[config.mk]
export PLATFORM = sky130hd
export DESIGN_NAME = psrb_port_status
export DESIGN_NICKNAME = d
export VERILOG_FILES = /design/src/verilog/psrb_pkg.sv /design/src/verilog/psrb_port_status.sv
export VERILOG_INCLUDE_DIRS = /design/src /design/src/verilog
export SDC_FILE = /design/constraint.sdc
export NUM_CORES = 1
export LEC_CHECK = 0
export BUFFER_PORTS_ARGS = -buffer_cell sky130_fd_sc_hd__buf_2
export CAP_MARGIN = 20
export CELL_PAD_IN_SITES_DETAIL_PLACEMENT = 0
export CELL_PAD_IN_SITES_GLOBAL_PLACEMENT = 1
export CORE_ASPECT_RATIO = 1.4
export CORE_MARGIN = 8
export CORE_UTILIZATION = 35
export DETAILED_ROUTE_END_ITERATION = 12
export PLACE_DENSITY = 0.67
export SYNTH_ARGS = -nofsm -noshare
export SYNTH_HDL_FRONTEND = slang
export SYNTH_SLANG_ARGS = --single-unit
[constraint.sdc]
create_clock -name ref_clk -period 2.15 [get_ports ref_clk]
set_input_delay 0.215 -clock ref_clk [delete_from_list [all_inputs] [get_ports ref_clk]]
set_output_delay 0.215 -clock ref_clk [all_outputs]
set_load 0.1 [all_outputs]
[src/verilog/psrb_regs.svh]
// Port map, field positions, widths and reset values of the port status bank
`ifndef PSRB_REGS_SVH
`define PSRB_REGS_SVH

// =====================================================================
// Port map: bit 0 is the summary slot, 1..9 module ports, 10..13 serial
`define PSRB_NPORT       13
`define PSRB_NMOD        9
`define PSRB_SUM_BIT     0
`define PSRB_PORT_W      4

// =====================================================================
// Reset values
`define PSRB_EN_RST      14'h0000
`define PSRB_EV_RST      14'h0000
// Open serial lines idle high, open module lines low
`define PSRB_CTS_RST     14'h3c00

`endif

[src/verilog/psrb_pkg.sv]
// Types shared by the port status register bank
package psrb_pkg;

    // =================================================================
    // Query or set operation
    typedef enum logic
    {
        PSRB_OP_READ,
        PSRB_OP_WRITE
    } psrb_op_t;

    // =================================================================
    // Register selected by a command
    typedef enum logic [3:0]
    {
        PSRB_SEL_TO_EV,
        PSRB_SEL_TO_EN,
        PSRB_SEL_OV_EV,
        PSRB_SEL_OV_EN,
        PSRB_SEL_FC_EV,
        PSRB_SEL_FC_EN,
        PSRB_SEL_CTS_COND,
        PSRB_SEL_CTS_EV,
        PSRB_SEL_CTS_EN,
        PSRB_SEL_CE_EV
    } psrb_sel_t;

endpackage : psrb_pkg

[src/verilog/psrb_port_status.sv]
// Per-port event, enable and clear-to-send status register bank
//
// Contract
// - Timeout events, read whole or one port
// - Timeout read clears exactly the returned bits
// - Timeout enable writable and readable, whole or bit
// - Overflow events, read whole or bit, cleared
// - Overflow enable writable and readable, whole or bit
// - Flow read clears bits except cts summary
// - Flow enable writable and readable, whole or bit
// - Cts condition is live, never latched
// - Unconnected module port cts reads zero
// - Unconnected serial port cts reads one
// - Cts event register cleared by its read
// - Comm error read keeps timeout summary bit
// - Cts enable writable and readable, whole or bit
`include "psrb_regs.svh"

module psrb_port_status
    import psrb_pkg::*;
#(
    parameter int NPORT = `PSRB_NPORT,   // Highest port number
    parameter int NMOD  = `PSRB_NMOD     // Ports 1..NMOD are module ports
)
(
    input  wire logic                 ref_clk,        // 100 MHz clock
    input  wire logic                 reset_n,        // Async reset
    input  wire logic                 cmd_valid,      // Command strobe
    input  wire psrb_op_t             cmd_op,         // Query or set
    input  wire psrb_sel_t            cmd_sel,        // Register chosen
    input  wire logic                 cmd_port_valid, // Port argument given
    input  wire logic [`PSRB_PORT_W-1:0] cmd_port,    // Port number
    input  wire logic [NPORT:0]       cmd_wdata,      // Write value
    input  wire logic [NPORT:1]       timeout_evt,    // Timeout pulses
    input  wire logic [NPORT:1]       overflow_evt,   // Overflow pulses
    input  wire logic [NPORT:1]       flowctl_evt,    // Flow-control pulses
    input  wire logic [NPORT:1]       comm_err_evt,   // Comm error pulses
    input  wire logic [NPORT:1]       cts_pin,        // Cts level when driven
    input  wire logic [NPORT:1]       cts_driven,     // Far end drives cts
    output logic                      rsp_valid_q,    // Answer strobe
    output logic [NPORT:0]            rsp_data_q,     // Answer value
    output logic                      rsp_err_q,      // Bad command
    output logic                      timeout_summary_bit_q, // Timeout sum
    output logic                      overflow_summary_q,    // Overflow sum
    output logic                      flowctl_summary_q,     // Flow sum
    output logic                      cts_summary_bit_q      // Cts sum
);

    localparam int W = NPORT + 1;

    // =================================================================
    // Decoding helpers
    // One-hot mask for a port argument, ones on ports 1..NPORT without one
    function automatic logic [NPORT:0] psrb_mask(
        input logic                    pv,
        input logic [`PSRB_PORT_W-1:0] p
    );
        logic [NPORT:0] m;
        m = '0;
        for (int i = 1; i <= NPORT; i++)
        begin
            if (!pv || p == i[`PSRB_PORT_W-1:0])
            begin
                m[i] = 1'b1;
            end
        end
        return m;
    endfunction : psrb_mask

    // New enable value after a whole or single-bit write
    function automatic logic [NPORT:0] psrb_wr(
        input logic [NPORT:0] old,
        input logic [NPORT:0] m,
        input logic           pv,
        input logic [NPORT:0] wd
    );
        logic [NPORT:0] v;
        v = pv ? ((old & ~m) | (m & {W{wd[0]}})) : (wd & m);
        return v;
    endfunction : psrb_wr

    // =================================================================
    // State
    logic [NPORT:0] timeout_ev_q, overflow_ev_q, flowctl_ev_q;
    logic [NPORT:0] cts_ev_q, comm_err_q;
    logic [NPORT:0] timeout_en_q, overflow_en_q, flowctl_en_q, cts_en_q;
    logic [NPORT:0] cts_prev_q;

    // =================================================================
    // Command decode
    wire            port_ok = !cmd_port_valid ||
                              (cmd_port >= 1 && cmd_port <= NPORT);
    wire            rd      = cmd_valid && cmd_op == PSRB_OP_READ && port_ok;
    wire            wr      = cmd_valid && cmd_op == PSRB_OP_WRITE && port_ok;
    wire [NPORT:0]  oh      = psrb_mask(cmd_port_valid, cmd_port);
    wire            wr_en   = cmd_sel == PSRB_SEL_TO_EN  ||
                              cmd_sel == PSRB_SEL_OV_EN  ||
                              cmd_sel == PSRB_SEL_FC_EN  ||
                              cmd_sel == PSRB_SEL_CTS_EN;
    wire            bad     = cmd_valid && (!port_ok || (wr && !wr_en) ||
                              cmd_sel > PSRB_SEL_CE_EV);

    // =================================================================
    // Pin resolution: pulls apply where the far end leaves cts open
    wire [NPORT:0]  cts_eff;
    assign cts_eff[`PSRB_SUM_BIT] = 1'b0;
    genvar g;
    generate
        for (g = 1; g <= NPORT; g++)
        begin : g_cts
            if (g <= NMOD)
            begin : g_mod
                assign cts_eff[g] = cts_driven[g] & cts_pin[g];
            end
            else
            begin : g_ser
                assign cts_eff[g] = !cts_driven[g] | cts_pin[g];
            end
        end
    endgenerate

    // =================================================================
    // Clear masks: a read clears only what it returns; summary slot
    // bit 0 is never stored, so it survives every read
    wire [NPORT:0]  to_clr  = (rd && cmd_sel == PSRB_SEL_TO_EV) ? oh : '0;
    wire [NPORT:0]  ov_clr  = (rd && cmd_sel == PSRB_SEL_OV_EV) ? oh : '0;
    wire [NPORT:0]  fc_clr  = (rd && cmd_sel == PSRB_SEL_FC_EV) ? oh : '0;
    wire [NPORT:0]  cts_clr = (rd && cmd_sel == PSRB_SEL_CTS_EV) ? oh : '0;
    wire [NPORT:0]  ce_clr  = (rd && cmd_sel == PSRB_SEL_CE_EV) ? oh : '0;

    // Set wins over clear so an event in the read cycle is kept
    wire [NPORT:0]  cts_set = cts_eff ^ cts_prev_q;
    wire [NPORT:0]  to_d    = (timeout_ev_q & ~to_clr) | {timeout_evt, 1'b0};
    wire [NPORT:0]  ov_d    = (overflow_ev_q & ~ov_clr) | {overflow_evt,1'b0};
    wire [NPORT:0]  fc_d    = (flowctl_ev_q & ~fc_clr) | {flowctl_evt, 1'b0};
    wire [NPORT:0]  cts_d   = (cts_ev_q & ~cts_clr) | cts_set;
    wire [NPORT:0]  ce_d    = (comm_err_q & ~ce_clr) | {comm_err_evt, 1'b0};

    // =================================================================
    // Summaries from latched events gated by enables
    wire            to_sum  = |(timeout_ev_q & timeout_en_q);
    wire            ov_sum  = |(overflow_ev_q & overflow_en_q);
    wire            fc_sum  = |(flowctl_ev_q & flowctl_en_q);
    wire            cts_sum = |(cts_ev_q & cts_en_q);

    // =================================================================
    // Read selection; summary bits sit in bit 0 of their owners
    wire [NPORT:0]  sel_val =
        cmd_sel == PSRB_SEL_TO_EV    ? timeout_ev_q :
        cmd_sel == PSRB_SEL_TO_EN    ? timeout_en_q :
        cmd_sel == PSRB_SEL_OV_EV    ? overflow_ev_q :
        cmd_sel == PSRB_SEL_OV_EN    ? overflow_en_q :
        cmd_sel == PSRB_SEL_FC_EV    ? (flowctl_ev_q | W'(cts_sum)) :
        cmd_sel == PSRB_SEL_FC_EN    ? flowctl_en_q :
        cmd_sel == PSRB_SEL_CTS_COND ? cts_eff :
        cmd_sel == PSRB_SEL_CTS_EV   ? cts_ev_q :
        cmd_sel == PSRB_SEL_CTS_EN   ? cts_en_q :
        cmd_sel == PSRB_SEL_CE_EV    ? (comm_err_q | W'(to_sum)) :
                                       '0;
    wire [NPORT:0]  rd_val  = cmd_port_valid ? W'(|(sel_val & oh)) : sel_val;

    // =================================================================
    // Enable writes
    wire            we_to   = wr && cmd_sel == PSRB_SEL_TO_EN;
    wire            we_ov   = wr && cmd_sel == PSRB_SEL_OV_EN;
    wire            we_fc   = wr && cmd_sel == PSRB_SEL_FC_EN;
    wire            we_cts  = wr && cmd_sel == PSRB_SEL_CTS_EN;

    // =================================================================
    // Event registers; cts_prev starts at the pull levels of open pins
    always_ff @(posedge ref_clk or negedge reset_n)
    begin
        if (!reset_n)
        begin
            timeout_ev_q  <= `PSRB_EV_RST;
            overflow_ev_q <= `PSRB_EV_RST;
            flowctl_ev_q  <= `PSRB_EV_RST;
            cts_ev_q      <= `PSRB_EV_RST;
            comm_err_q    <= `PSRB_EV_RST;
            cts_prev_q    <= `PSRB_CTS_RST;
        end
        else
        begin
            timeout_ev_q  <= to_d;
            overflow_ev_q <= ov_d;
            flowctl_ev_q  <= fc_d;
            cts_ev_q      <= cts_d;
            comm_err_q    <= ce_d;
            cts_prev_q    <= cts_eff;
        end
    end

    // Enable registers
    always_ff @(posedge ref_clk or negedge reset_n)
    begin
        if (!reset_n)
        begin
            timeout_en_q  <= `PSRB_EN_RST;
            overflow_en_q <= `PSRB_EN_RST;
            flowctl_en_q  <= `PSRB_EN_RST;
            cts_en_q      <= `PSRB_EN_RST;
        end
        else
        begin
            if (we_to)
                timeout_en_q <= psrb_wr(timeout_en_q, oh, cmd_port_valid,
                                        cmd_wdata);
            if (we_ov)
                overflow_en_q <= psrb_wr(overflow_en_q, oh, cmd_port_valid,
                                         cmd_wdata);
            if (we_fc)
                flowctl_en_q <= psrb_wr(flowctl_en_q, oh, cmd_port_valid,
                                        cmd_wdata);
            if (we_cts)
                cts_en_q <= psrb_wr(cts_en_q, oh, cmd_port_valid,
                                    cmd_wdata);
        end
    end

    // Answer and summary outputs, all registered
    always_ff @(posedge ref_clk or negedge reset_n)
    begin
        if (!reset_n)
        begin
            rsp_valid_q           <= 1'b0;
            rsp_data_q            <= '0;
            rsp_err_q             <= 1'b0;
            timeout_summary_bit_q <= 1'b0;
            overflow_summary_q    <= 1'b0;
            flowctl_summary_q     <= 1'b0;
            cts_summary_bit_q     <= 1'b0;
        end
        else
        begin
            rsp_valid_q           <= cmd_valid;
            rsp_data_q            <= rd ? rd_val : '0;
            rsp_err_q             <= bad;
            timeout_summary_bit_q <= to_sum;
            overflow_summary_q    <= ov_sum;
            flowctl_summary_q     <= fc_sum;
            cts_summary_bit_q     <= cts_sum;
        end
    end
endmodule : psrb_port_status

After elaboration in Yosys (flattened, before gate mapping)
Index checks and enable logic that the tools add are counted.
{"block": "totals", "regBits": 159, "out_inout_bits": 20, "wordCells": 172}
{"block": "op_classes", "n_lt_le_gt_ge": 3, "eq_ne": 22, "muxes": 34, "bitwise_logic": 48, "n_reduce_logical": 48}
{"cell": "14-bit two-way mux", "count": 21}
{"cell": "14-bit AND", "count": 16}
{"cell": "14-bit OR", "count": 9}
{"cell": "14-bit inverter", "count": 6}
{"cell": "14-bit OR reduction", "count": 5}
{"cell": "4-bit by 3-bit equality test with 1-bit output (second input constant)", "count": 8}
{"cell": "4-bit equality test (second input constant)", "count": 8}
{"cell": "14-bit by 1-bit OR with 14-bit output", "count": 2}
{"cell": "1-bit logical OR", "count": 19}
{"cell": "4-bit by 2-bit equality test with 1-bit output (second input constant)", "count": 4}
{"cell": "1-bit logical AND", "count": 16}
{"cell": "14-bit bitwise XOR", "count": 1}
{"cell": "1-bit two-way mux", "count": 13}
{"cell": "1-bit AND", "count": 9}
{"cell": "4-bit by 1-bit equality test with 1-bit output (second input constant)", "count": 2}
{"cell": "1-bit logical NOT", "count": 7}
{"cell": "4-bit by 1-bit >= comparator with 1-bit output (second input constant)", "count": 1}
{"cell": "4-bit > comparator (second input constant)", "count": 1}
{"cell": "4-bit <= comparator (second input constant)", "count": 1}
{"cell": "4-bit logical NOT", "count": 1}
{"cell": "1-bit OR", "count": 4}
{"cell": "1-bit inverter", "count": 1}

Longest topological paths before layout
{"block": "depth", "depth_word": 17, "depth_mapped": 11, "depth_no_buf": 7}

Worst setup path after synthesis
OpenSTA, ideal clock, no wires.
{"block": "synth_path", "path_kind": "input -> register", "startpoint": "input cmd_sel[0]", "endpoint": "register rsp_data_q[0]", "setup_ps": 123, "arrival_time_ps": 1923, "setup_slack_ps": 104, "path_stages": 9, "n_path_buf": 2, "cell_sequence": "buf_6 -> or4_4 -> buf_6 -> a2bb2oi_2 -> o211ai_2 -> o21ai_2 -> a2111oi_2 -> nand4_1 -> o221a_1"}
{"block": "synth_via", "elab_chain_cells": 15}
{"item": "from (decl)", "line": "psrb_port_status.sv:30", "rtl": "input wire psrb_sel_t cmd_sel,"}
{"item": "4-bit equality test", "line": "psrb_port_status.sv:158", "rtl": "cmd_sel == PSRB_SEL_CE_EV ? (comm_err_q | W'(to_sum)) :"}
{"item": "14-bit two-way mux", "line": "psrb_port_status.sv:158"}
{"item": "14-bit two-way mux", "line": "psrb_port_status.sv:157", "rtl": "cmd_sel == PSRB_SEL_CTS_EN ? cts_en_q :"}
{"item": "14-bit two-way mux", "line": "psrb_port_status.sv:156", "rtl": "cmd_sel == PSRB_SEL_CTS_EV ? cts_ev_q :"}
{"item": "14-bit two-way mux", "line": "psrb_port_status.sv:155", "rtl": "cmd_sel == PSRB_SEL_CTS_COND ? cts_eff :"}
{"item": "14-bit two-way mux", "line": "psrb_port_status.sv:154", "rtl": "cmd_sel == PSRB_SEL_FC_EN ? flowctl_en_q :"}
{"item": "14-bit two-way mux", "line": "psrb_port_status.sv:153", "rtl": "cmd_sel == PSRB_SEL_FC_EV ? (flowctl_ev_q | W'(cts_sum)) :"}
{"item": "14-bit two-way mux", "line": "psrb_port_status.sv:152", "rtl": "cmd_sel == PSRB_SEL_OV_EN ? overflow_en_q :"}
{"item": "14-bit two-way mux", "line": "psrb_port_status.sv:151", "rtl": "cmd_sel == PSRB_SEL_OV_EV ? overflow_ev_q :"}
{"item": "14-bit two-way mux", "line": "psrb_port_status.sv:150", "rtl": "cmd_sel == PSRB_SEL_TO_EN ? timeout_en_q :"}
{"item": "14-bit two-way mux *", "line": "psrb_port_status.sv:149", "rtl": "cmd_sel == PSRB_SEL_TO_EV ? timeout_ev_q :"}
{"item": "14-bit AND", "line": "psrb_port_status.sv:160", "rtl": "wire [NPORT:0] rd_val = cmd_port_valid ? W'(|(sel_val & oh)) : sel_val;"}
{"item": "14-bit OR reduction", "line": "psrb_port_status.sv:160"}
{"item": "14-bit two-way mux *", "line": "psrb_port_status.sv:160"}
{"item": "14-bit two-way mux *", "line": "psrb_port_status.sv:236", "rtl": "rsp_data_q <= rd ? rd_val : '0;"}
{"item": "to (signal assigned)", "line": "psrb_port_status.sv:236"}
{"item": "to (decl)", "line": "psrb_port_status.sv:41", "rtl": "output logic [NPORT:0] rsp_data_q,"}
Every way passes the cells marked *; elsewhere a longest branch is shown, timed or not.
A chain may end at the register's enable or synchronous reset.

Worst setup path after layout
{"block": "layout_path", "startpoint": "register cts_ev_q[9]", "endpoint": "register rsp_data_q[0]"}
{"block": "layout_via", "elab_chain_cells": 12}
{"item": "from (decl)", "line": "psrb_port_status.sv:85", "rtl": "logic [NPORT:0] cts_ev_q, comm_err_q;"}
{"item": "from (signal assigned)", "line": "psrb_port_status.sv:178", "rtl": "cts_ev_q <= `PSRB_EV_RST;"}
{"item": "from (signal assigned)", "line": "psrb_port_status.sv:187", "rtl": "cts_ev_q <= cts_d;"}
{"item": "14-bit AND or 14-bit two-way mux (tied branches)", "line": "psrb_port_status.sv:144, psrb_port_status.sv:156"}
{"item": "14-bit OR reduction or 14-bit two-way mux (tied branches)", "line": "psrb_port_status.sv:144, psrb_port_status.sv:155"}
{"item": "14-bit by 1-bit OR with 14-bit output or 14-bit two-way mux (tied branches)", "line": "psrb_port_status.sv:153, psrb_port_status.sv:154"}
{"item": "14-bit two-way mux *", "line": "psrb_port_status.sv:153"}
{"item": "14-bit two-way mux *", "line": "psrb_port_status.sv:152"}
{"item": "14-bit two-way mux *", "line": "psrb_port_status.sv:151"}
{"item": "14-bit two-way mux *", "line": "psrb_port_status.sv:150"}
{"item": "14-bit two-way mux *", "line": "psrb_port_status.sv:149"}
{"item": "14-bit AND", "line": "psrb_port_status.sv:160"}
{"item": "14-bit OR reduction", "line": "psrb_port_status.sv:160"}
{"item": "14-bit two-way mux *", "line": "psrb_port_status.sv:160"}
{"item": "14-bit two-way mux *", "line": "psrb_port_status.sv:236"}
Marked as above.

==> out/results.tsv <==
metric	value	unit
cts-root-buf	clkbuf_16	
final_hold_viol_count	0	
final_cell_area	0.01164	mm^2
area_growth	40.74	%
wl	35.30	mm
cts_made_buffers	17	
synth_nets	977	
start_kind	register	
nNetsFinal	1297	
ys_types	72	
drtIter0Drc	617	
portBuffers	124	
die_width	145.9	um
layout_commonest_cell	buf_4	
crit_chain	mux2_2 > a32oi_1 > o211ai_1 > a32oi_2 > nor2_2 > a221o_1 > o221a_1	
grt_max_degree	52	
power_density	659.4	mW/mm^2
ant_nets	0	
setup.worst_path.start	cts_ev_q[9]	
finalCritPeriodShare	0.9812	
combPwrFrac	0.207	
fmax	474.0	MHz
postCtsSetupRepairBufs	0	
drv_cap	0	
crit_buf_inv	0	
clock_skew	0.01155	ns
crit_fanout	3	
synth_top_area_frac	0.4416	
dr.pass1.iters	5	
viasPerCell	5.480	
overflow	0	
synth_edf_count	0	
p_sw_frac	0.3025	
synth_warnings	0	
critical_path_arrival	2.44	ns
worstMarginPinSlew	0.6218	ns
finalSetupViolCount	0	
hold_depth	3	
cts_max_level	4	
postSynth.asyncResetShare	1.000	
cp-end-kind	register	
placed_area	0.01044	mm^2
reg2regPathDepth	7	
dp_hpwl	27.96	mm
crit_slowest_cell	dfrtp_1	
status	complete, no violations	
fillers	2202	
layout_common_cells	172 x buf_4, 146 x dfrtp_1, 123 x buf_2	
cts_tree	yes	
gp_congestion	0.9516	
cts_sinks	150	
synth_top_area_cell	dfrtp_1	
vias	8280	
drv_slew	0	
intPower	5.355	mW
netlist_area	0.008273	mm^2
pre_cts_ws	-0.2864	ns
synth.area.top_cells	dfrtp_1 44%, mux2i_1 5.6%, nand2_1 5.4%	
r2r-start	cts_ev_q[9]	
grt_pass1_vias	8557	
clockPowerShare	0.393	
slew_headroom	0.5797	
antenna_found_initial	0	
grt_pass1_wl	52.87	mm
p_sw	2.323	mW
cellLeakagePower	5.058	nW
diodes	0	
r2r_setup_slack	0.04	ns
die_area	0.02888	mm^2
die_y	197.9	um
total_power	7.678	mW
clk_pin_slew	0.06	ns
ys.flop_type	dfrtp_1	
io_pins	125	
wl_per_cell	23.36	um
slowest_delay	0.40	ns
clock_latency	0.44	ns
grt_use_total	0.2454	
drc_errors	0	
avgSynthCellArea	9.487	um^2
seq_power_share	0.400	
min_from	cts_pin[8]	
start_util	0.3565	
crit_family	compound AO/OA/AOI/OAI gates	
placementRows	66	
cts_buffer_depth	2	
synth-seq-area-share	0.4543	
syn-instance-count	872	
setup_slack	0.04048	ns
reg2reg_to	rsp_data_q[0]	
path_class	register to register	
core_area	0.02320	mm^2
whs_endpoint	cts_prev_q[8]	
layout-drive-gt1-share	0.3228	
ir_drop	0.0006049	V
min_period	2.110	ns
hp-class	primary input to register	
required	2.48	ns
synth_seq_cells	150	
cells by family after synthesis:
| logic type | synth area share |
|---|---|
| AOI/OAI and AO/OA | 0.2390 |
| xor gates and xnor gates | 0.01376 |
| buffers and inverters | 0.04703 |
| DFF | 0.4543 |
| muxes | 0.08969 |
| and+or+nand+nor | 0.1562 |
power groups by stage:
stage               combinational, mW  clock [mW]  sequential [mW]
floorplan                       0.584           0             3.29
global placement                 1.48           0             3.11
detailed placement               1.49           0             3.12
CTS                              1.57        3.06             3.07
global route                     1.69        3.17             3.08
finish                           1.59        3.02             3.07
worst max-delay path by stage:
stage / to / cells past startpoint / slack [ns]
after floorplan: rsp_data_q[0] / 9 / 0.10
after global placement: rsp_data_q[0] / 9 / -0.27
after detailed placement: rsp_data_q[0] / 11 / -0.29
after CTS: rsp_data_q[0] / 8 / 0.02
after global routing: rsp_data_q[0] / 8 / -0.01
final: rsp_data_q[0] / 7 / 0.04
worst min-delay path: stages:
cell,delay [ns]
buf_2,0.09
nand2_1,0.06
inv_1,0.05
through the flow:
stage / TNS [ns] / std cells / utilization / hold WS, ns
2_1_floorplan: 0 / 872 / - / -0.08059
3_3_place_gp: -0.4529 / 1422 / 0.4499 / 0.1719
3_5_place_dp: -1.324 / 1422 / 0.4499 / 0.1771
4_1_cts: 0 / 1510 / 0.4994 / 0.0006061
5_1_grt: -0.01050 / 1511 / 0.5018 / 0.04219
6_report: 0 / 1511 / 0.5018 / 0.01704
registers in the layout, indices dropped and copies added (netlist names):
name / cells
comm_err_q: 13
cts_en_q: 13
cts_ev_q: 13
cts_prev_q: 13
cts_summary_bit_q: 1
flowctl_en_q: 13
flowctl_ev_q: 13
flowctl_summary_q: 1
overflow_en_q: 13
overflow_ev_q: 13
overflow_summary_q: 1
rsp_data_q: 14
rsp_err_q: 1
rsp_valid_q: 1
timeout_en_q: 13
timeout_ev_q: 13
timeout_summary_bit_q: 1
metal layers:
metal / up-vias / global-route usage / routed length, um
met4: 0 / 0.1303 / 1605
met2: 348 / 0.4151 / 17300
met3: 65 / 0.05118 / 2221
met5: - / 0 / 0
met1: 4046 / 0.2889 / 14180
li1: 3821 / - / -
cell type report:
type | count | area [um^2] | share of cell area
tap | 306 | 382.9 | 0.03288
sequential | 150 | 3759 | 0.3228
clock inverter | 14 | 148.9 | 0.01279
multi-input combinational | 637 | 4172 | 0.3583
timing repair buffer | 361 | 2649 | 0.2275
clock buffer | 18 | 439.2 | 0.03772
inverter | 25 | 93.84 | 0.008059
Yosys cell counts, types with 5 or more instances:
cell,number
nand2b_1,25
o21ai_1,6
a22o_1,7
o21a_1,7
dfrtp_1,146
nor3_1,9
clkbuf_1,29
a21oi_1,67
a22oi_1,14
mux2_2,25
o211ai_1,6
nand2_1,119
o21ai_0,44
nor2_1,27
a221oi_1,12
xnor2_1,11
nand3b_1,10
buf_2,23
a222oi_1,5
nor2b_1,15
a21o_1,54
o22ai_1,31
inv_1,24
mux2i_1,46
and2_1,10
nand3_1,13
a32oi_1,5
timing repair:
item | 4_1_cts | 5_1_grt
hold buffers | 56 | 1
gates resized for setup | 0 | 8
setup endpoints to repair | 0 | 1
hold endpoints to repair | 95 | 1
(Power assumes the default switching activity.)
